==> src/pwm_value_pkg.sv <==
// shared constants and types for the buffered pwm channel value update block
// Summary of operation
// - In edge-aligned mode with a clock source selected, a buffered duty value reaches the active compare value only after both bytes are written and the counter steps from modulo minus one to modulo.
// - In center-aligned mode with a clock source selected, the buffered duty value is loaded only after both bytes are written and the counter steps from modulo minus one to modulo.
// - In center-aligned mode a duty value equal to the modulo value keeps the output active for the whole period.
// - In center-aligned mode a duty value of modulo minus one gives an output active for nearly the whole period.
// - In center-aligned mode a change of duty from zero to non-zero takes effect only when a new period begins.
// - In center-aligned mode a change of duty from non-zero to zero finishes the current period with the old duty.
// - While halted for background debug, a status/control write clears the partial-write tracking of the modulo value.
// - A modulo value of all zeros or all ones means no limit, so the counter runs through its full range.
// - In center-aligned mode the counter runs up to the modulo value then down to zero, a period of twice the modulo.
// - In center-aligned mode the output turns active on a match while counting down and inactive on a match while counting up.
//   This block turns it active one count after the down match, once the count is below the duty value.
// - In edge-aligned mode the period is the modulo value plus one and the duty value sets the transition point.
package pwm_value_pkg;
  localparam int CNT_W = 16;
  localparam logic [15:0] VAL_ZERO = 16'h0000;
  localparam logic [15:0] VAL_ONES = 16'hFFFF;
  localparam logic [15:0] VAL_ONE = 16'h0001;
  localparam logic [1:0] CLKSRC_OFF = 2'h0;
  localparam logic [7:0] BYTE_ZERO = 8'h00;

  typedef enum logic
  {
    DIR_UP = 1'b0,
    DIR_DOWN = 1'b1
  } count_dir_t;

  // effective top of count: zero and all ones both mean free running
  function automatic logic [15:0] count_top(input logic [15:0] modulo);
    count_top = (modulo == VAL_ZERO || modulo == VAL_ONES) ? VAL_ONES : modulo;
  endfunction
endpackage
==> src/pwm_channel_value_update.sv <==
// pwm timer with buffered duty and modulo values, one channel
`timescale 1ns/1ps
module pwm_channel_value_update
(
  input wire logic clk,
  input wire logic reset_n,
  input wire logic [1:0] clock_source_select,
  input wire logic center_aligned_pwm,
  input wire logic background_debug_halt,
  input wire logic [7:0] write_data,
  input wire logic duty_write_high,
  input wire logic duty_write_low,
  input wire logic modulo_write_high,
  input wire logic modulo_write_low,
  input wire logic status_control_write,
  output logic pwm_out,
  output logic [15:0] count_value,
  output logic [15:0] duty_value_active,
  output logic [15:0] modulo_value_active
);
  // counter group
  logic [15:0] count_reg;
  logic [15:0] count_next;
  pwm_value_pkg::count_dir_t dir_reg;
  pwm_value_pkg::count_dir_t dir_next;
  logic [15:0] top;
  logic [15:0] top_minus_one;
  logic advance;
  logic load_event;

  // duty buffer group
  logic [7:0] duty_buf_high_reg;
  logic [7:0] duty_buf_high_next;
  logic [7:0] duty_buf_low_reg;
  logic [7:0] duty_buf_low_next;
  logic duty_high_seen_reg;
  logic duty_high_seen_next;
  logic duty_low_seen_reg;
  logic duty_low_seen_next;
  logic [15:0] duty_reg;
  logic [15:0] duty_next;

  // modulo buffer group
  logic [7:0] mod_buf_high_reg;
  logic [7:0] mod_buf_high_next;
  logic [7:0] mod_buf_low_reg;
  logic [7:0] mod_buf_low_next;
  logic mod_high_seen_reg;
  logic mod_high_seen_next;
  logic mod_low_seen_reg;
  logic mod_low_seen_next;
  logic [15:0] mod_reg;
  logic [15:0] mod_next;

  always_comb
  begin
    top = pwm_value_pkg::count_top(mod_reg);
    top_minus_one = top - pwm_value_pkg::VAL_ONE;
    // prescaler is not modelled; the counter steps on every clock while a source is on and background_debug_halt is low
    advance = (clock_source_select != pwm_value_pkg::CLKSRC_OFF) && !background_debug_halt;
    load_event = advance && dir_reg == pwm_value_pkg::DIR_UP && count_reg == top_minus_one;
    count_next = count_reg;
    dir_next = dir_reg;
    if (advance)
    begin
      if (dir_reg == pwm_value_pkg::DIR_UP)
      begin
        if (count_reg >= top)
        begin
          if (center_aligned_pwm)
          begin
            dir_next = pwm_value_pkg::DIR_DOWN;
            count_next = count_reg - pwm_value_pkg::VAL_ONE;
          end
          else
          begin
            count_next = pwm_value_pkg::VAL_ZERO;
          end
        end
        else
        begin
          count_next = count_reg + pwm_value_pkg::VAL_ONE;
        end
      end
      else if (count_reg == pwm_value_pkg::VAL_ZERO || !center_aligned_pwm)
      begin
        // leaving center mode mid-descent resumes up counting from here
        dir_next = pwm_value_pkg::DIR_UP;
        count_next = count_reg + pwm_value_pkg::VAL_ONE;
      end
      else
      begin
        count_next = count_reg - pwm_value_pkg::VAL_ONE;
      end
    end
  end

  always_ff @(posedge clk)
  begin
    if (!reset_n)
    begin
      count_reg <= pwm_value_pkg::VAL_ZERO;
      dir_reg <= pwm_value_pkg::DIR_UP;
    end
    else
    begin
      count_reg <= count_next;
      dir_reg <= dir_next;
    end
  end

  always_comb
  begin
    duty_buf_high_next = duty_buf_high_reg;
    duty_buf_low_next = duty_buf_low_reg;
    duty_high_seen_next = duty_high_seen_reg;
    duty_low_seen_next = duty_low_seen_reg;
    duty_next = duty_reg;
    // a load in the same cycle as a byte write consumes the old pair; the new byte stays pending
    if (load_event && duty_high_seen_reg && duty_low_seen_reg)
    begin
      duty_next = {duty_buf_high_reg, duty_buf_low_reg};
      duty_high_seen_next = 1'b0;
      duty_low_seen_next = 1'b0;
    end
    if (duty_write_high)
    begin
      duty_buf_high_next = write_data;
      duty_high_seen_next = 1'b1;
    end
    if (duty_write_low)
    begin
      duty_buf_low_next = write_data;
      duty_low_seen_next = 1'b1;
    end
  end

  always_ff @(posedge clk)
  begin
    if (!reset_n)
    begin
      duty_buf_high_reg <= pwm_value_pkg::BYTE_ZERO;
      duty_buf_low_reg <= pwm_value_pkg::BYTE_ZERO;
      duty_high_seen_reg <= 1'b0;
      duty_low_seen_reg <= 1'b0;
      duty_reg <= pwm_value_pkg::VAL_ZERO;
    end
    else
    begin
      duty_buf_high_reg <= duty_buf_high_next;
      duty_buf_low_reg <= duty_buf_low_next;
      duty_high_seen_reg <= duty_high_seen_next;
      duty_low_seen_reg <= duty_low_seen_next;
      duty_reg <= duty_next;
    end
  end

  always_comb
  begin
    mod_buf_high_next = mod_buf_high_reg;
    mod_buf_low_next = mod_buf_low_reg;
    mod_high_seen_next = mod_high_seen_reg;
    mod_low_seen_next = mod_low_seen_reg;
    mod_next = mod_reg;
    if (modulo_write_high)
    begin
      mod_buf_high_next = write_data;
      mod_high_seen_next = 1'b1;
    end
    if (modulo_write_low)
    begin
      mod_buf_low_next = write_data;
      mod_low_seen_next = 1'b1;
    end
    // both bytes are buffered so the pair completes correctly in either order
    if (mod_high_seen_next && mod_low_seen_next)
    begin
      mod_next = {mod_buf_high_next, mod_buf_low_next};
      mod_high_seen_next = 1'b0;
      mod_low_seen_next = 1'b0;
    end
    if (background_debug_halt && status_control_write)
    begin
      mod_high_seen_next = 1'b0;
      mod_low_seen_next = 1'b0;
    end
  end

  always_ff @(posedge clk)
  begin
    if (!reset_n)
    begin
      mod_buf_high_reg <= pwm_value_pkg::BYTE_ZERO;
      mod_buf_low_reg <= pwm_value_pkg::BYTE_ZERO;
      mod_high_seen_reg <= 1'b0;
      mod_low_seen_reg <= 1'b0;
      mod_reg <= pwm_value_pkg::VAL_ZERO;
    end
    else
    begin
      mod_buf_high_reg <= mod_buf_high_next;
      mod_buf_low_reg <= mod_buf_low_next;
      mod_high_seen_reg <= mod_high_seen_next;
      mod_low_seen_reg <= mod_low_seen_next;
      mod_reg <= mod_next;
    end
  end

  assign count_value = count_reg;
  assign duty_value_active = duty_reg;
  assign modulo_value_active = mod_reg;

  pwm_out_stage u_out
  (
    .clk(clk),
    .reset_n(reset_n),
    .center_aligned_pwm(center_aligned_pwm),
    .count(count_reg),
    .top(top),
    .duty(duty_reg),
    .pwm_out(pwm_out)
  );

  property p_edge_load;
    @(posedge clk) disable iff (!reset_n)
    !center_aligned_pwm && $changed(duty_reg) |-> $past(load_event) && $past(duty_low_seen_reg);
  endproperty
  a_edge_load: assert property (p_edge_load) else $error("edge duty loaded off event");

  property p_center_load;
    @(posedge clk) disable iff (!reset_n)
    center_aligned_pwm && $changed(duty_reg)
      |-> $past(load_event) && $past(duty_high_seen_reg)
      && $past(count_reg) == $past(top_minus_one);
  endproperty
  a_center_load: assert property (p_center_load) else $error("center duty loaded off event");

  property p_debug_clear;
    @(posedge clk) disable iff (!reset_n)
    background_debug_halt && status_control_write |=> !mod_high_seen_reg && !mod_low_seen_reg;
  endproperty
  a_debug_clear: assert property (p_debug_clear) else $error("modulo tracking not cleared");

  property p_free_run;
    @(posedge clk) disable iff (!reset_n)
    !center_aligned_pwm && advance && mod_reg == pwm_value_pkg::VAL_ZERO
      && count_reg == pwm_value_pkg::VAL_ONES |=> count_reg == pwm_value_pkg::VAL_ZERO;
  endproperty
  a_free_run: assert property (p_free_run) else $error("free run wrap wrong");

  property p_turn_down;
    @(posedge clk) disable iff (!reset_n)
    center_aligned_pwm && advance && dir_reg == pwm_value_pkg::DIR_UP && count_reg == top
      && top != pwm_value_pkg::VAL_ZERO |=> dir_reg == pwm_value_pkg::DIR_DOWN;
  endproperty
  a_turn_down: assert property (p_turn_down) else $error("center count did not turn");

  property p_edge_wrap;
    @(posedge clk) disable iff (!reset_n)
    !center_aligned_pwm && advance && dir_reg == pwm_value_pkg::DIR_UP && count_reg == top
      |=> count_reg == pwm_value_pkg::VAL_ZERO;
  endproperty
  a_edge_wrap: assert property (p_edge_wrap) else $error("edge period wrong");

  c_load: cover property (@(posedge clk) load_event && duty_high_seen_reg && duty_low_seen_reg);
  c_debug: cover property (@(posedge clk) background_debug_halt && status_control_write);
  c_center_turn: cover property (@(posedge clk)
    center_aligned_pwm && dir_reg == pwm_value_pkg::DIR_DOWN);
endmodule // pwm_channel_value_update

==> src/pwm_out_stage.sv <==
// compare stage: latches the duty per period and forms the pwm output
`timescale 1ns/1ps
module pwm_out_stage
(
  input wire logic clk,
  input wire logic reset_n,
  input wire logic center_aligned_pwm,
  input wire logic [15:0] count,
  input wire logic [15:0] top,
  input wire logic [15:0] duty,
  output logic pwm_out
);
  logic [15:0] period_duty_reg;
  logic [15:0] period_duty_next;
  logic pwm_out_next;
  logic [15:0] duty_sel;
  logic [15:0] top_minus_one;

  always_comb
  begin
    top_minus_one = top - pwm_value_pkg::VAL_ONE;
    // the duty in force is sampled only at count zero, so a new value never cuts a period short
    duty_sel = (count == pwm_value_pkg::VAL_ZERO) ? duty : period_duty_reg;
    period_duty_next = duty_sel;
    // below the duty value the output is active; dropping below it on the way down turns it on
    // and matching on the way up turns it off, which is the same compare seen both ways
    pwm_out_next = (count < duty_sel);
    if (center_aligned_pwm && duty_sel == top)
    begin
      pwm_out_next = 1'b1;
    end
  end

  always_ff @(posedge clk)
  begin
    if (!reset_n)
    begin
      period_duty_reg <= pwm_value_pkg::VAL_ZERO;
      pwm_out <= 1'b0;
    end
    else
    begin
      period_duty_reg <= period_duty_next;
      pwm_out <= pwm_out_next;
    end
  end

  property p_full_duty;
    @(posedge clk) disable iff (!reset_n)
    center_aligned_pwm && duty_sel == top |=> pwm_out;
  endproperty
  a_full_duty: assert property (p_full_duty) else $error("full duty output not active");

  property p_near_full;
    @(posedge clk) disable iff (!reset_n)
    center_aligned_pwm && duty_sel == top_minus_one && count < top_minus_one |=> pwm_out;
  endproperty
  a_near_full: assert property (p_near_full) else $error("near full duty output dropped");

  property p_period_latch;
    @(posedge clk) disable iff (!reset_n)
    $changed(period_duty_reg) |-> $past(count) == pwm_value_pkg::VAL_ZERO;
  endproperty
  a_period_latch: assert property (p_period_latch) else $error("duty changed mid period");

  property p_zero_duty;
    @(posedge clk) disable iff (!reset_n)
    center_aligned_pwm && duty_sel == pwm_value_pkg::VAL_ZERO && top != pwm_value_pkg::VAL_ZERO
      |=> !pwm_out;
  endproperty
  a_zero_duty: assert property (p_zero_duty) else $error("zero duty output active");

  property p_up_match_off;
    @(posedge clk) disable iff (!reset_n)
    center_aligned_pwm && count == duty_sel && duty_sel != top |=> !pwm_out;
  endproperty
  a_up_match_off: assert property (p_up_match_off) else $error("match did not end pulse");

  c_full_duty: cover property (@(posedge clk) center_aligned_pwm && duty_sel == top);
endmodule // pwm_out_stage

==> config.mk <==
export PLATFORM = sky130hd
export DESIGN_NAME = pwm_channel_value_update
export DESIGN_NICKNAME = d
export VERILOG_FILES = /design/src/pwm_value_pkg.sv /design/src/pwm_channel_value_update.sv /design/src/pwm_out_stage.sv
export SDC_FILE = /design/constraint.sdc
export NUM_CORES = 1
export LEC_CHECK = 0
export ABC_AREA = 0
export BUFFER_PORTS_ARGS = -buffer_cell sky130_fd_sc_hd__buf_4
export CAP_MARGIN = 20
export CORE_ASPECT_RATIO = 0.75
export CORE_UTILIZATION = 54
export CTS_BUF_LIST = sky130_fd_sc_hd__clkbuf_8
export CTS_CLUSTER_SIZE = 40
export DETAILED_ROUTE_END_ITERATION = 7
export PLACE_DENSITY = 0.74
export REMOVE_ABC_BUFFERS = 1
export SLEW_MARGIN = 15
export SYNTH_ARGS = -nofsm -noshare
export SYNTH_HDL_FRONTEND = slang
export SYNTH_SLANG_ARGS = --single-unit
==> constraint.sdc <==
create_clock -name clk -period 4.9 [get_ports clk]
set_input_delay 0.735 -clock clk [delete_from_list [all_inputs] [get_ports clk]]
set_output_delay 0.735 -clock clk [all_outputs]
set_load 0.02 [all_outputs]
==> impl_metrics.json <==
{
  "dpl_cell_area_um2": 7220,
  "yosysWarnings": 0,
  "timing.hold.ws_ns": 0.465,
  "drv_cap": 0,
  "grtUsageTotal_pct": 34.0,
  "nets": 901,
  "synth_top_flop_cell": "dfxtp_1",
  "routed-via-count": 6517,
  "critPathMaxFanout": 29,
  "synth_compound_area_share_pct": 19.6,
  "ys_top_cells_by_area": "dfxtp_1, mux2i_1, nor2_1",
  "synth_mux_area_share_pct": 12.2,
  "clk_pin_slew_ns": 0.12,
  "stdcell_count": 1015,
  "ys_ff_latch": 102,
  "mostFrequentLayoutCells": "nor2_1, dfxtp_1, buf_4",
  "slew-limit-headroom_pct": 29.4,
  "cts-root-buf": "clkbuf_8",
  "syn_area_um2": 6620,
  "grt_max_degree": 58,
  "rsz0062_at_grt": "false",
  "port_buffers": 67,
  "initial_core_util_pct": 56.2,
  "worstMarginPinSlew_ns": 1.06,
  "ir_drop_mv": 0.142,
  "critical_path_class": "reg2reg",
  "skew_ns": 0.0208,
  "worstHoldPathCells": 2,
  "die_y_um": 97.9,
  "postLayoutCellArea_um2": 7420,
  "first_iter_violations": 746,
  "min_path_type": "reg2reg",
  "area_growth_pct": 12.0,
  "period_share_pct": 97.1,
  "rows": 34,
  "drc": 7,
  "drtPass1Iterations": 8,
  "synth_top_family_by_area": "simple AND/OR/NAND/NOR gates",
  "synth_edf_count": 0,
  "leakage_nw": 3.05,
  "dp_slack_ns": 0.354,
  "layout-drive-gt1-share_pct": 15.6,
  "nFillCells": 1021,
  "power.density_nw_per_um2": 325,
  "synth_top_area_share_pct": 30.8,
  "yosys.area.top_type": "dfxtp_1",
  "antenna_found_initial": 0,
  "globalRouteOverflowTotal": 0,
  "final.min_clock_period_ns": 4.76,
  "drv_slew": 0,
  "numClockSinks": 102,
  "synthXorXnorAreaFrac_pct": 3.31,
  "ys_seq_area_share_pct": 30.8,
  "placedCellCount": 999,
  "wl_um": 21400,
  "synth_cells": 814,
  "design.portCount": 68,
  "gp_congestion": 0.927,
  "cp-start-kind": "flop",
  "synth-simple-area-share_pct": 22.0,
  "crit_arrival_ns": 5.09,
  "fmax_mhz": 210,
  "hold_violations": 0,
  "clk_latency_ns": 0.39,
  "crit_required_ns": 5.23,
  "dp_hpwl_um": 15500,
  "final_common_cell": "nor2_1",
  "vias_per_cell": 6.42,
  "synth_fa_ha_area_share_pct": 6.42,
  "wl_per_cell_um": 21.1,
  "cts_tree": "built",
  "cts_hold_buf": 0,
  "first_global_vias": 5797,
  "grt_pass1_wl_um": 33000,
  "fin_ws_ns": 0.143,
  "r2r_cells": 13,
  "violations": "DRC",
  "crit_path_end_kind": "flop",
  "cts_max_path_buffers": 2,
  "cts_buffers": 9,
  "status": "finished, violations left",
  "syn_area_per_cell_um2": 8.14,
  "final_antenna_net_count": 0,
  "cts.htree.levels": 3,
  "fp.dieW_um": 130,
  "core-area_um2": 11800,
  "tns_ns": 0,
  "die_area_um2": 12700,
  "yosysUniqueCellTypes": 74,
  "synthArstFlopShare_pct": 0,
  "setup_viol": 0,
  "antennaDiodeCount": 0
}
## worst paths after layout
check,from,end,slack (ns)
max,modulo_value_active[5],count_value[12],0.14
min,duty_buf_low_reg[2],duty_value_active[2],0.46
max reg2reg,modulo_value_active[5],count_value[12],0.14
min reg2reg,duty_buf_low_reg[2],duty_value_active[2],0.46
## per-layer routing
metal,global-route usage [%],vias up,routed length [µm]
li1,-,3041,-
met1,52.2,3070,10200
met2,48.5,367,8820
met3,6.41,39,2050
met4,7.07,0,314
met5,0,-,0
## metrics by stage
stage | total power (W) | util [%]
after floorplan | 0.00155 | -
after global placement | 0.00183 | 61.3
after detailed placement | 0.00186 | 61.3
after CTS | 0.00239 | 62.9
after global routing | 0.00252 | 62.9
final | 0.00241 | 62.9
## layout make-up
cell class	instances	area, µm²	area share (%)
Sequential cell	102	2040	27.5
Timing Repair Buffer	92	703	9.48
Tap cell	162	203	2.73
Clock buffer	9	124	1.67
Clock inverter	7	68.8	0.928
Multi-Input combinational cell	629	4220	57.0
Inverter	14	52.6	0.709
## cell usage after synthesis (8+ instances only)
library cell    n
a21o_1         11
nand2_1        70
clkbuf_1       50
nor4_1          8
nor2_1        115
o21ai_0        33
xnor2_1        19
a22oi_1         9
dfxtp_1       102
a21oi_1        33
buf_2           9
a211oi_1       28
nand3_1        25
ha_1           34
inv_1          13
nand4_1        13
nor3_1         25
mux2_2          8
a31oi_1        12
mux2i_1        68
and3_1         10
## worst max-delay path, cell delays in order (launching register included)
cell       delay [ns]
dfxtp_1          0.42
nor3_1           0.55
and3_1           0.45
a21o_4           0.37
nor2_1           0.17
ha_1             0.33
nand2_1          0.05
o21ai_0          0.20
a31oi_1          0.16
o31a_2           0.51
nor2_1           0.51
a22oi_1          0.18
a2111oi_0        0.58
o31a_1           0.23
## logic make-up after synthesis
family,after synthesis
muxes,78
DFF,102
adders and majority gates,34
AOI/OAI and AO/OA,188
buffers and inverters,83
xor gates and xnor gates,25
and+or+nand+nor,304
## where the power goes
group	switching (W)	internal (W)
clock	0.000344	0.000200
combinational	0.000589	0.000349
sequential	0.0000598	0.000871
total	0.000993	0.00142
## repair_timing
action                     in CTS  in global routing
buffers inserted                0                  0
setup endpoints to repair       0                  3
gates resized for setup         0                  1
Note: power is estimated with default switching activity, not from simulation.
